**config.mk**
```make
export PLATFORM = sky130hd
export DESIGN_NAME = mct_timer_core
export DESIGN_NICKNAME = d
export VERILOG_FILES = /design/src/logic/mct_pkg.sv /design/src/logic/mct_timer_core.sv
export SDC_FILE = /design/constraint.sdc
export NUM_CORES = 1
export LEC_CHECK = 0
export BUFFER_PORTS_ARGS = -buffer_cell sky130_fd_sc_hd__buf_2
export CAP_MARGIN = 10
export CORE_MARGIN = 3
export CORE_UTILIZATION = 35
export CTS_BUF_LIST = sky130_fd_sc_hd__clkbuf_4
export CTS_CLUSTER_SIZE = 20
export DETAILED_ROUTE_END_ITERATION = 10
export GPL_TIMING_DRIVEN = 0
export PLACE_DENSITY = 0.6
export SETUP_SLACK_MARGIN = 0.5
export SKIP_LAST_GASP = 1
export SLEW_MARGIN = 10
export SYNTH_ARGS = -nofsm -noshare
export SYNTH_HDL_FRONTEND = slang
export SYNTH_SLANG_ARGS = --single-unit
```
**constraint.sdc**
```tcl
create_clock -name sys_clk_i -period 2.68 [get_ports sys_clk_i]
set_input_delay 0.536 -clock sys_clk_i [delete_from_list [all_inputs] [get_ports sys_clk_i]]
set_output_delay 0.536 -clock sys_clk_i [all_outputs]
set_load 0.05 [all_outputs]
```
**src/logic/mct_pkg.sv**
```systemverilog
// constants shared by the multi-channel timer core
package mct_pkg;
  localparam int NCH = 3;
  localparam int NGR = 4;

  // per-channel word address block: addr[4:3] = channel, addr[2:0] = sub-register
  localparam logic [2:0] SUB_CNT = 3'h0;
  localparam logic [2:0] SUB_GRA = 3'h1;
  localparam logic [2:0] SUB_GRB = 3'h2;
  localparam logic [2:0] SUB_GRC = 3'h3;
  localparam logic [2:0] SUB_GRD = 3'h4;
  localparam logic [2:0] SUB_PIO = 3'h5;
  localparam logic [2:0] SUB_CCR = 3'h6;
  localparam logic [2:0] SUB_STS = 3'h7;

  // global registers
  localparam logic [4:0] ADDR_RUN  = 5'h18;
  localparam logic [4:0] ADDR_SYNC = 5'h19;
  localparam logic [4:0] ADDR_MODE = 5'h1a;

  // reset values, counter maximum and channel mask
  localparam logic [15:0] CNT_RST = 16'h0000;
  localparam logic [15:0] GR_RST  = 16'hffff;
  localparam logic [15:0] CNT_MAX = 16'hffff;
  localparam logic [7:0]  REG_RST = 8'h00;
  localparam logic [2:0]  CH_MASK = 3'h7;

  // pin_io_control_reg fields, nibble per general register (A low, B high)
  localparam int PIO_CAP   = 0;
  localparam int PIO_LVL   = 1;
  localparam int PIO_INIT  = 2;
  localparam int PIO_BOTH  = 3;
  localparam int PIO_NIB   = 4;

  // clear_source_field encodings in count_control_reg bits 1:0
  localparam logic [1:0] CLR_NONE = 2'h0;
  localparam logic [1:0] CLR_A    = 2'h1;
  localparam logic [1:0] CLR_B    = 2'h2;
  localparam logic [1:0] CLR_SYNC = 2'h3;

  // status register: bits 3:0 match or capture flags a..d, bit 4 overflow
  localparam int STS_OVF = 4;
  localparam int STS_W   = 5;
endpackage

```
**src/logic/mct_timer_core.sv**
```systemverilog
// three-channel 16-bit timer core with compare/capture, run control and lockstep
`timescale 1ns/1ns
`default_nettype none
module mct_timer_core
  import mct_pkg::*;
(
  // clock and reset
  input  wire logic                  sys_clk_i,
  input  wire logic                  rst_i,
  // register port
  input  wire logic [4:0]            bus_addr_i,
  input  wire logic                  bus_wr_i,
  input  wire logic                  bus_rd_i,
  input  wire logic [1:0]            bus_be_i,
  input  wire logic [15:0]           bus_wdata_i,
  output logic      [15:0]           bus_rdata_o,
  output logic                       bus_ack_o,
  // count clock events, one per channel, from the prescaler
  input  wire logic [mct_pkg::NCH-1:0] count_tick_i,
  // timer pins, A and B of each channel
  input  wire logic [mct_pkg::NCH-1:0] pin_a_i,
  input  wire logic [mct_pkg::NCH-1:0] pin_b_i,
  output logic      [mct_pkg::NCH-1:0] pin_a_o,
  output logic      [mct_pkg::NCH-1:0] pin_a_oe_o,
  output logic      [mct_pkg::NCH-1:0] pin_b_o,
  output logic      [mct_pkg::NCH-1:0] pin_b_oe_o
);
  import mct_pkg::*;

  // register state
  logic [15:0]        cnt_q   [NCH];
  logic [15:0]        cnt_d   [NCH];
  logic [15:0]        gr_q    [NCH][NGR];
  logic [15:0]        gr_d    [NCH][NGR];
  logic [7:0]         pio_q   [NCH];
  logic [7:0]         pio_d   [NCH];
  logic [7:0]         ccr_q   [NCH];
  logic [7:0]         ccr_d   [NCH];
  logic [STS_W-1:0]   sts_q   [NCH];
  logic [STS_W-1:0]   sts_d   [NCH];
  logic [STS_W-1:0]   arm_q   [NCH];
  logic [STS_W-1:0]   arm_d   [NCH];
  logic [1:0]         pin_q   [NCH];
  logic [1:0]         pin_d   [NCH];
  logic [NCH-1:0]     run_q;
  logic [NCH-1:0]     run_d;
  logic [NCH-1:0]     sync_q;
  logic [NCH-1:0]     sync_d;
  logic [1:0]         mode_q;
  logic [1:0]         mode_d;
  logic [15:0]        rdata_q;
  logic [15:0]        rdata_d;
  logic               ack_q;

  // pin edge detection
  logic [NCH-1:0]     edge_a;
  logic [NCH-1:0]     edge_b;

  // decoded events
  logic [NGR-1:0]     match   [NCH];
  logic [NGR-1:0]     capt    [NCH];
  logic [NCH-1:0]     clr_own;
  logic [NCH-1:0]     clr_sync;
  logic [NCH-1:0]     preset;

  // bus decode
  logic               word_acc;
  logic               byte_lo;
  logic               ch_hit;
  logic [1:0]         wch;
  logic [2:0]         sub;

  assign word_acc = &bus_be_i;
  assign byte_lo  = bus_be_i[0];
  assign wch      = bus_addr_i[4:3];
  assign sub      = bus_addr_i[2:0];
  // channel field 3 is the global register page, not a fourth channel
  assign ch_hit   = (wch != 2'h3);

  // pins come from outside: two flops, then a third for the edge
  genvar gc;
  generate
    for (gc = 0; gc < NCH; gc++) begin : g_pin
      logic [1:0] s1_q;
      logic [1:0] s2_q;
      logic [1:0] s3_q;
      always_ff @(posedge sys_clk_i) begin
        if (rst_i) begin
          s1_q <= 2'h0;
          s2_q <= 2'h0;
          s3_q <= 2'h0;
        end else begin
          s1_q <= {pin_b_i[gc], pin_a_i[gc]};
          s2_q <= s1_q;
          s3_q <= s2_q;
        end
      end
      // rising edge, or either edge when the both-edges bit is set
      assign edge_a[gc] = (s2_q[0] ^ s3_q[0]) & (s2_q[0] | pio_q[gc][PIO_BOTH]);
      assign edge_b[gc] = (s2_q[1] ^ s3_q[1]) & (s2_q[1] | pio_q[gc][PIO_NIB + PIO_BOTH]);
    end
  endgenerate

  // event decode: compare matches, captures and each channel's own clear
  always_comb begin
    for (int c = 0; c < NCH; c++) begin
      for (int g = 0; g < NGR; g++) begin
        match[c][g] = 1'b0;
        capt[c][g]  = 1'b0;
      end
      for (int g = 0; g < 2; g++) begin
        // match is taken at the counting edge so a halted counter never fires
        if (pio_q[c][g*PIO_NIB + PIO_CAP]) begin
          capt[c][g] = (g == 0) ? edge_a[c] : edge_b[c];
        end else begin
          match[c][g] = run_q[c] & count_tick_i[c] & (cnt_q[c] == gr_q[c][g]);
        end
      end
      // C and D exist on channel 0 only; as plain compare when not buffering
      if (c == 0) begin
        for (int g = 2; g < NGR; g++) begin
          match[c][g] = run_q[c] & count_tick_i[c] & ~mode_q[g-2] &
                        (cnt_q[c] == gr_q[c][g]);
        end
      end
      clr_own[c] = ((ccr_q[c][1:0] == CLR_A) & (match[c][0] | capt[c][0])) |
                   ((ccr_q[c][1:0] == CLR_B) & (match[c][1] | capt[c][1]));
    end
    for (int c = 0; c < NCH; c++) begin
      // another synchronised channel clearing pulls this one along
      clr_sync[c] = sync_q[c] & (ccr_q[c][1:0] == CLR_SYNC) &
                    |(clr_own & sync_q & ~(NCH'(1) << c));
      // a counter write on a synchronised channel presets all linked ones
      preset[c] = bus_wr_i & word_acc & ch_hit & (sub == SUB_CNT) &
                  ((int'(wch) == c) | (sync_q[c] & sync_q[wch]));
    end
  end

  // next state of the channel registers
  always_comb begin
    for (int c = 0; c < NCH; c++) begin
      logic            chw;
      logic            buf_on;
      logic [STS_W-1:0] setv;
      logic [STS_W-1:0] clrv;
      chw   = bus_wr_i & ch_hit & (int'(wch) == c);
      buf_on = 1'b0;
      setv  = '0;
      clrv  = '0;
      cnt_d[c] = cnt_q[c];
      pio_d[c] = pio_q[c];
      ccr_d[c] = ccr_q[c];
      arm_d[c] = arm_q[c];
      pin_d[c] = pin_q[c];
      for (int g = 0; g < NGR; g++) begin
        gr_d[c][g] = gr_q[c][g];
      end

      // counter: preset beats clear beats count
      if (preset[c]) begin
        cnt_d[c] = bus_wdata_i;
      end else if (clr_own[c] | clr_sync[c]) begin
        cnt_d[c] = CNT_RST;
      end else if (run_q[c] & count_tick_i[c]) begin
        cnt_d[c] = 16'(cnt_q[c] + 16'h0001);
        setv[STS_OVF] = (cnt_q[c] == CNT_MAX);
      end

      // general register writes need a whole word
      // c and d slots are absent on channels 1 and 2, so writes there fall away
      if (chw & word_acc) begin
        for (int g = 0; g < NGR; g++) begin
          if ((sub == 3'(int'(SUB_GRA) + g)) & ((c == 0) | (g < 2))) begin
            gr_d[c][g] = bus_wdata_i;
          end
        end
      end

      // hardware events land after the bus write so they are never lost
      for (int g = 0; g < 2; g++) begin
        buf_on = (c == 0) & mode_q[g];
        if (capt[c][g]) begin
          gr_d[c][g] = cnt_q[c];
          if (buf_on) begin
            gr_d[c][g+2] = gr_q[c][g];
          end
        end
        if (match[c][g] & buf_on) begin
          gr_d[c][g] = gr_q[c][g+2];
        end
        // output follows the match level; otherwise only a pio write while the channel is halted moves it
        if (match[c][g]) begin
          pin_d[c][g] = pio_q[c][g*PIO_NIB + PIO_LVL];
        end
      end
      for (int g = 0; g < NGR; g++) begin
        setv[g] = match[c][g] | capt[c][g];
      end

      // byte-wide control registers use the low lane
      if (chw & byte_lo & (sub == SUB_PIO)) begin
        pio_d[c] = bus_wdata_i[7:0];
        if (!run_q[c]) begin
          pin_d[c][0] = bus_wdata_i[PIO_INIT];
          pin_d[c][1] = bus_wdata_i[PIO_NIB + PIO_INIT];
        end
      end
      if (chw & byte_lo & (sub == SUB_CCR)) begin
        ccr_d[c] = bus_wdata_i[7:0];
      end

      // flags: read as 1 arms, later write of 0 clears; setting wins
      if (bus_rd_i & ch_hit & (int'(wch) == c) & (sub == SUB_STS)) begin
        arm_d[c] = sts_q[c];
      end
      if (chw & byte_lo & (sub == SUB_STS)) begin
        clrv     = arm_q[c] & ~bus_wdata_i[STS_W-1:0];
        arm_d[c] = '0;
      end
      if (c != 0) begin
        setv[3:2] = 2'h0;
      end
      sts_d[c] = (sts_q[c] & ~clrv) | setv;
    end
  end

  // global registers and read mux
  always_comb begin
    run_d   = run_q;
    sync_d  = sync_q;
    mode_d  = mode_q;
    // read data holds between reads, so a late sample still sees it
    rdata_d = rdata_q;
    if (bus_wr_i & byte_lo) begin
      if (bus_addr_i == ADDR_RUN) begin
        run_d = bus_wdata_i[NCH-1:0];
      end
      if (bus_addr_i == ADDR_SYNC) begin
        // reserved lockstep bits are not stored and read back zero
        sync_d = bus_wdata_i[NCH-1:0];
      end
      if (bus_addr_i == ADDR_MODE) begin
        mode_d = bus_wdata_i[1:0];
      end
    end
    if (bus_rd_i) begin
      rdata_d = 16'h0000;
      if (ch_hit) begin
        case (sub)
          SUB_CNT: rdata_d = cnt_q[wch];
          SUB_GRA: rdata_d = gr_q[wch][0];
          SUB_GRB: rdata_d = gr_q[wch][1];
          SUB_GRC: rdata_d = (wch == 2'h0) ? gr_q[0][2] : 16'h0000;
          SUB_GRD: rdata_d = (wch == 2'h0) ? gr_q[0][3] : 16'h0000;
          SUB_PIO: rdata_d = {8'h00, pio_q[wch]};
          SUB_CCR: rdata_d = {8'h00, ccr_q[wch]};
          SUB_STS: rdata_d = {11'h000, sts_q[wch]};
          default: rdata_d = 16'h0000;
        endcase
      end else begin
        case (bus_addr_i)
          ADDR_RUN:  rdata_d = {13'h0000, run_q};
          ADDR_SYNC: rdata_d = {13'h0000, sync_q};
          ADDR_MODE: rdata_d = {14'h0000, mode_q};
          default:   rdata_d = 16'h0000;
        endcase
      end
    end
  end

  always_ff @(posedge sys_clk_i) begin
    if (rst_i) begin
      for (int c = 0; c < NCH; c++) begin
        cnt_q[c] <= CNT_RST;
        pio_q[c] <= REG_RST;
        ccr_q[c] <= REG_RST;
        sts_q[c] <= '0;
        arm_q[c] <= '0;
        pin_q[c] <= 2'h0;
        for (int g = 0; g < NGR; g++) begin
          gr_q[c][g] <= GR_RST;
        end
      end
      run_q   <= '0;
      sync_q  <= '0;
      mode_q  <= 2'h0;
      rdata_q <= 16'h0000;
      ack_q   <= 1'b0;
    end else begin
      for (int c = 0; c < NCH; c++) begin
        cnt_q[c] <= cnt_d[c];
        pio_q[c] <= pio_d[c];
        ccr_q[c] <= ccr_d[c];
        sts_q[c] <= sts_d[c];
        arm_q[c] <= arm_d[c];
        pin_q[c] <= pin_d[c];
        for (int g = 0; g < NGR; g++) begin
          gr_q[c][g] <= gr_d[c][g];
        end
      end
      run_q   <= run_d;
      sync_q  <= sync_d;
      mode_q  <= mode_d;
      rdata_q <= rdata_d;
      // refused byte accesses are acked as well, so the master never waits forever
      ack_q   <= bus_rd_i | bus_wr_i;
    end
  end

  // outputs
  assign bus_rdata_o = rdata_q;
  assign bus_ack_o   = ack_q;
  always_comb begin
    for (int c = 0; c < NCH; c++) begin
      pin_a_o[c]    = pin_q[c][0];
      pin_b_o[c]    = pin_q[c][1];
      pin_a_oe_o[c] = ~pio_q[c][PIO_CAP];
      pin_b_oe_o[c] = ~pio_q[c][PIO_NIB + PIO_CAP];
    end
  end
endmodule
`default_nettype wire

```
Word-level counts from Yosys, hierarchy flattened

Memory sizes are Yosys's and may differ from the RTL's.
Cells that the tools add are included.

Add/sub/neg operators: 3
$lt $le $gt $ge: 1
Equality and inequality tests: 33
Multiplexer cells: 120
Bitwise gates (word level): 149
Reduce and logical (&&, ||, !) cells: 10

Operators with widths:

| operator                                             | number |
|---|---|
| 2-to-1 mux 16 bit                                    | 47 |
| 2-to-1 mux 64 bit                                    | 3 |
| equality test 16 bit                                 | 8 |
| case mux 16 bit (8 select lines)                     | 1 |
| 2-to-1 mux 8 bit                                     | 12 |
| 2-to-1 mux 5 bit                                     | 15 |
| bitwise AND 1 bit                                    | 69 |
| OR 1 bit                                             | 52 |
| adder 16 x 1 -> 16 bit (second input constant)       | 3 |
| equality test 16 bit (second input constant)         | 3 |
| 2-to-1 mux 1 bit                                     | 31 |
| bitwise AND 5 bit                                    | 6 |
| NOT 5 bit                                            | 4 |
| 2-to-1 mux 2 bit                                     | 9 |
| equality test 2 bit (second input constant)          | 8 |
| equality test 5 bit (second input constant)          | 3 |
| OR 5 bit                                             | 3 |
| equality test 3 bit (second input constant)          | 4 |
| case mux 3 bit (3 select lines)                      | 1 |
| NOT 1 bit                                            | 8 |
| AND reduction 2 bit                                  | 4 |
| equality test 2 x 1 -> 1 bit (second input constant) | 3 |
| equality test 3 x 2 -> 1 bit (second input constant) | 2 |
| OR reduction 2 bit                                   | 3 |
| 8 further kinds                                      | 14 |

Flip-flop bits (word level): 43
Memory bits (writable): 324
Bits of input ports: 36
Output and inout port bits: 29
Word-level logic and storage cells: 337
Memories kept: 7

Memory list:

| memory      | depth | width | read ports | clocked after memory_dff | wr ports | line                 | RTL |
|---|---|---|---|---|---|---|---|
| gr_q        | 3     | 64    | 4          | 0                        | 3        | mct_timer_core.sv:33 | `logic [15:0] gr_q [NCH][NGR];` |
| cnt_q       | 3     | 16    | 4          | 0                        | 3        | mct_timer_core.sv:31 | `logic [15:0] cnt_q [NCH];` |
| ccr_q       | 3     | 8     | 4          | 0                        | 3        | mct_timer_core.sv:37 | `logic [7:0] ccr_q [NCH];` |
| pio_q       | 3     | 8     | 4          | 0                        | 3        | mct_timer_core.sv:35 | `logic [7:0] pio_q [NCH];` |
| arm_q       | 3     | 5     | 3          | 0                        | 3        | mct_timer_core.sv:41 | `logic [STS_W-1:0] arm_q [NCH];` |
| sts_q       | 3     | 5     | 4          | 0                        | 3        | mct_timer_core.sv:39 | `logic [STS_W-1:0] sts_q [NCH];` |
| +1 memories | --    | --    | --         | --                       | --       | --                   |  |

Depth between registers and ports, before layout

An unclocked memory read counts as a cell.

Depth in word-level cells: 15
Gate-level depth with buffers: 12
Gate-level depth less buffers: 9

Worst setup path after synthesis

No wires, ideal clock.

Path type: in2reg
Start: input port bus_addr_i[3]
End: memory ccr_q[1][6]
Setup time: 0.128 ns
Arrival time: 2.120 ns
Required time: 2.552 ns
Setup slack: 0.433 ns
Cell stages on the path: 8
Buffers on the path: 4
Cell sequence: buf_2 buf_4 buf_6 buf_4 nand3_1 nor3_2 mux2i_1 nor2_1

RTL lines:

| what               | line                 | RTL |
|---|---|---|
| start: declaration | mct_timer_core.sv:11 | `input wire logic [4:0] bus_addr_i,` |
| end: declaration   | mct_timer_core.sv:37 |  |

==> results.cfg <==
[run_status]
status = finished, final reports clean

[clock_tree]
h-tree-depth = 3
cts_made_buffers = 87
clock_sinks = 303
clk_path_buf_depth = 3
cts_root_buf = clkbuf_4
clk_latency_ns = 0.89
cts_tree = built
clkSlewWorstSetupHoldPaths_ns = 0.07

[place]
gp_congestion = 1.09
portBuffers = 58
pre_cts_ws_ns = -1.14
place_hpwl_mm = 74.6
dp_cells = 3183

[synthesis]
ys_types = 74
yosys.area.top_type = dfxtp_1
yosys_warnings = 0
syn_area_um2 = 18200
synthCells = 2453
ys_top_cells_by_area = dfxtp_1, nand2_1, mux2i_1
synth_edf_count = 0
synth_nets = 2492
synth-main-ff-cell = dfxtp_1
ys_ff_latch = 303
ys_seq_area_share_pct = 33.4
synth_top_area_share_pct = 33.4
synthArstFlopShare_pct = 0
avgSynthCellArea_um2 = 7.41

[timing]
final_hold_viol_count = 0
drv_slew = 0
post-route-period-util_pct = 99.3
maxClockFrequency_mhz = 376
hold_ws_ns = 0.103
rsz0062_at_grt = yes
setup_viol = 0
min_period_ns = 2.66
tightest_slew_ns = 1.46
relSlewSlack_pct = 2.71
setup_ws_ns = 0.0199
finClkSkew_ns = 0.0715

[critical_path]
crit_family = compound AO/OA/AOI/OAI gates
cp_slowest_cell = nor3_4
crit_buf_inv = 3
reg2regPathDepth = 11
worstPathRequired_ns = 3.40
cp.arrival_ns = 3.38
path_cells = buf_6 > xnor2_2 > nand4_1 > nor3_4 > a41oi_2 > a21o_1 > a21o_4 > buf_8 > buf_8 > nand4_1 > a21oi_1
cp_slowest_stage_delay_ns = 0.36
critical_path_class = flip-flop to flip-flop
crit_fanout = 9
cp-start-kind = flip-flop
crit_cells = 11
worstSetupEndpointType = flip-flop

[grt]
antenna_found_initial = 7
track_usage_pct = 36.4
grt_pass1_vias = 20200
grt_pass1_wl_mm = 142
grt_max_degree = 13
grt.overflow.total = 0

[floorplanning]
core_um2 = 50800
start_util_pct = 35.8
die_w_um = 234
die_h_um = 234
die_area_um2 = 54700
rows = 82
io-pin-count = 65

[routing]
top_layer = met5
wl_per_cell_um = 29.9
drtPass1Iterations = 6
drc = 0
route.met3.wl_mm = 13.9
totalWireLength_mm = 103
num_vias = 22100
met2_length_mm = 41.7
ant_nets = 0
drtIter0Drc = 3163
wl_met1_mm = 39.9
via_per_inst = 6.38

[min_path]
hold-path-cell-count = 3
hold_path_class = primary input to flip-flop

[power_and_ir_drop]
ir_drop_v = 0.000375
p_leak_nw = 9.12
p_total_mw = 10.2
power_density_nw_per_um2 = 437

[final_layout]
drive_above_1_share_pct = 24.3
nNetsFinal = 2756
instances_no_fill = 3459
fillCellCount = 5116
area_growth_pct = 27.8

[flow_run]
max-cap-violations = 0
[repair_timing]
item                                    CTS  global route
setup buffers                            54            48
cloned                                    5             3
pin swaps                                64            47
hold endpoints to repair                  7             0
resized for setup                       283           226
hold buffers                              7             0
endpoints found under the setup margin  185           200
[cell families (layout without fill, tap and decap cells)]
logic type               Yosys count  in the layout  synth area share (%)
AO/OA/AOI/OAI                    635            635                  22.5
buffers and inverters            281            608                  6.74
adder cells (fa/ha/maj)            3              3                 0.206
XOR/XNOR                         134            134                  6.45
other                              0              7                     0
multiplexers                     108            108                  6.03
AND/OR/NAND/NOR                  989            989                  24.7
flip-flops                       303            303                  33.4
[stage by stage]
step                instance area [um^2]  setup TNS (ns)  util [%]
floorplan                          18200               0         -
global placement                   19300          -91.67      38.0
detailed placement                 19300          -96.51      38.1
CTS                                22000               0      43.4
global route                       23200               0      45.7
finish                             23200               0      45.8
[registers in the layout, summed over array words and instances, names as in the netlist]
register     flops
pin_q            6
run_q            3
pio_q           24
g_pin.s1_q       6
bus_rdata_o     16
arm_q           15
mode_q           2
g_pin.s2_q       6
cnt_q           48
gr_q           128
g_pin.s3_q       6
bus_ack_o        1
sts_q           15
sync_q           3
ccr_q           24
[cell type report]
cell class,count,area (um^2),area share (%)
tap,672,841,3.62
antenna,7,17.5,0.0754
clock inverter,31,185,0.797
sequential,303,6170,26.6
inverter,28,105,0.452
timing repair buffer,175,1350,5.80
buffer,253,1640,7.04
clock buffer,121,908,3.91
multi-input combinational,1869,12000,51.7
[cells in the final DEF (no fill, tap or decap), types with 10 or more instances in the layout]
master      n
nand2_1   475
dfxtp_1   241
o21ai_0   185
nand3_1   173
clkbuf_4  134
nor2_1    131
a21oi_1   119
clkbuf_1  105
buf_4     103
mux2i_1   102
buf_2      77
xnor2_1    64
o211ai_1   50
dfxtp_2    50
buf_6      46
clkbuf_2   38
a31oi_1    35
xnor2_2    33
nand4_1    30
o22ai_1    30
xor2_1     29
and3_1     28
inv_1      26
nor2b_1    26
a32oi_1    26
clkinv_1   23
a221oi_1   22
buf_8      18
o21ai_1    18
a211oi_1   17
and2_1     16
a311oi_1   14
nand2_2    14
nand2b_1   14
a32o_1     13
dfxtp_4    12
buf_1      10
nor3_1     10
o21a_1     10
[power by group]
| part | switching (mW) | internal [mW] | leakage, nW |
|---|---|---|---|
| clock | 2.22 | 2.27 | 0.636 |
| sequential | 0.0343 | 4.53 | 2.46 |
| combinational | 0.821 | 0.278 | 6.03 |
| total | 3.08 | 7.08 | 9.12 |
[worst register-to-register path, cell delays in order, from the launching register on]
cell and delay (ns):
dfxtp_1 0.31, buf_6 0.15, xnor2_2 0.19, nand4_1 0.17, nor3_4 0.36, a41oi_2 0.20, a21o_1 0.24, a21o_4 0.26
buf_8 0.15, buf_8 0.13, nand4_1 0.26, a21oi_1 0.11
[synth_stat cells (26+ instances only)]
| cell | n |
|---|---|
| nand2_1 | 496 |
| dfxtp_1 | 303 |
| o21ai_0 | 200 |
| nand3_1 | 179 |
| clkbuf_1 | 152 |
| nor2_1 | 133 |
| a21oi_1 | 122 |
| mux2i_1 | 105 |
| xnor2_1 | 103 |
| buf_2 | 64 |
| o211ai_1 | 50 |
| a31oi_1 | 43 |
| a32oi_1 | 33 |
| and3_1 | 31 |
| xor2_1 | 31 |
| a221oi_1 | 30 |
| nand4_1 | 30 |
| o22ai_1 | 30 |
| nor2b_1 | 28 |
| inv_1 | 26 |
[routing by layer]
layer	global-route usage, %	vias to the layer above
met4	23.9	4
li1	-	9279
met1	47.1	10600
met5	0	-
met2	52.0	1706
met3	11.5	436
[worst paths after layout]
check | slack (ns) | to | from
min | 0.10 | bus_rdata_o[3]$_SDFFE_PP0P_ | bus_rd_i
max | 0.02 | sts_q[0][4]$_SDFF_PP0_ | cnt_q[1][7]$_SDFFE_PP0P_
min reg2reg | 0.44 | g_pin[2].s2_q[1]$_SDFF_PP0_ | g_pin[2].s1_q[1]$_SDFF_PP0_
max reg2reg | 0.02 | sts_q[0][4]$_SDFF_PP0_ | cnt_q[1][7]$_SDFFE_PP0P_
(Power assumes the default switching activity.)
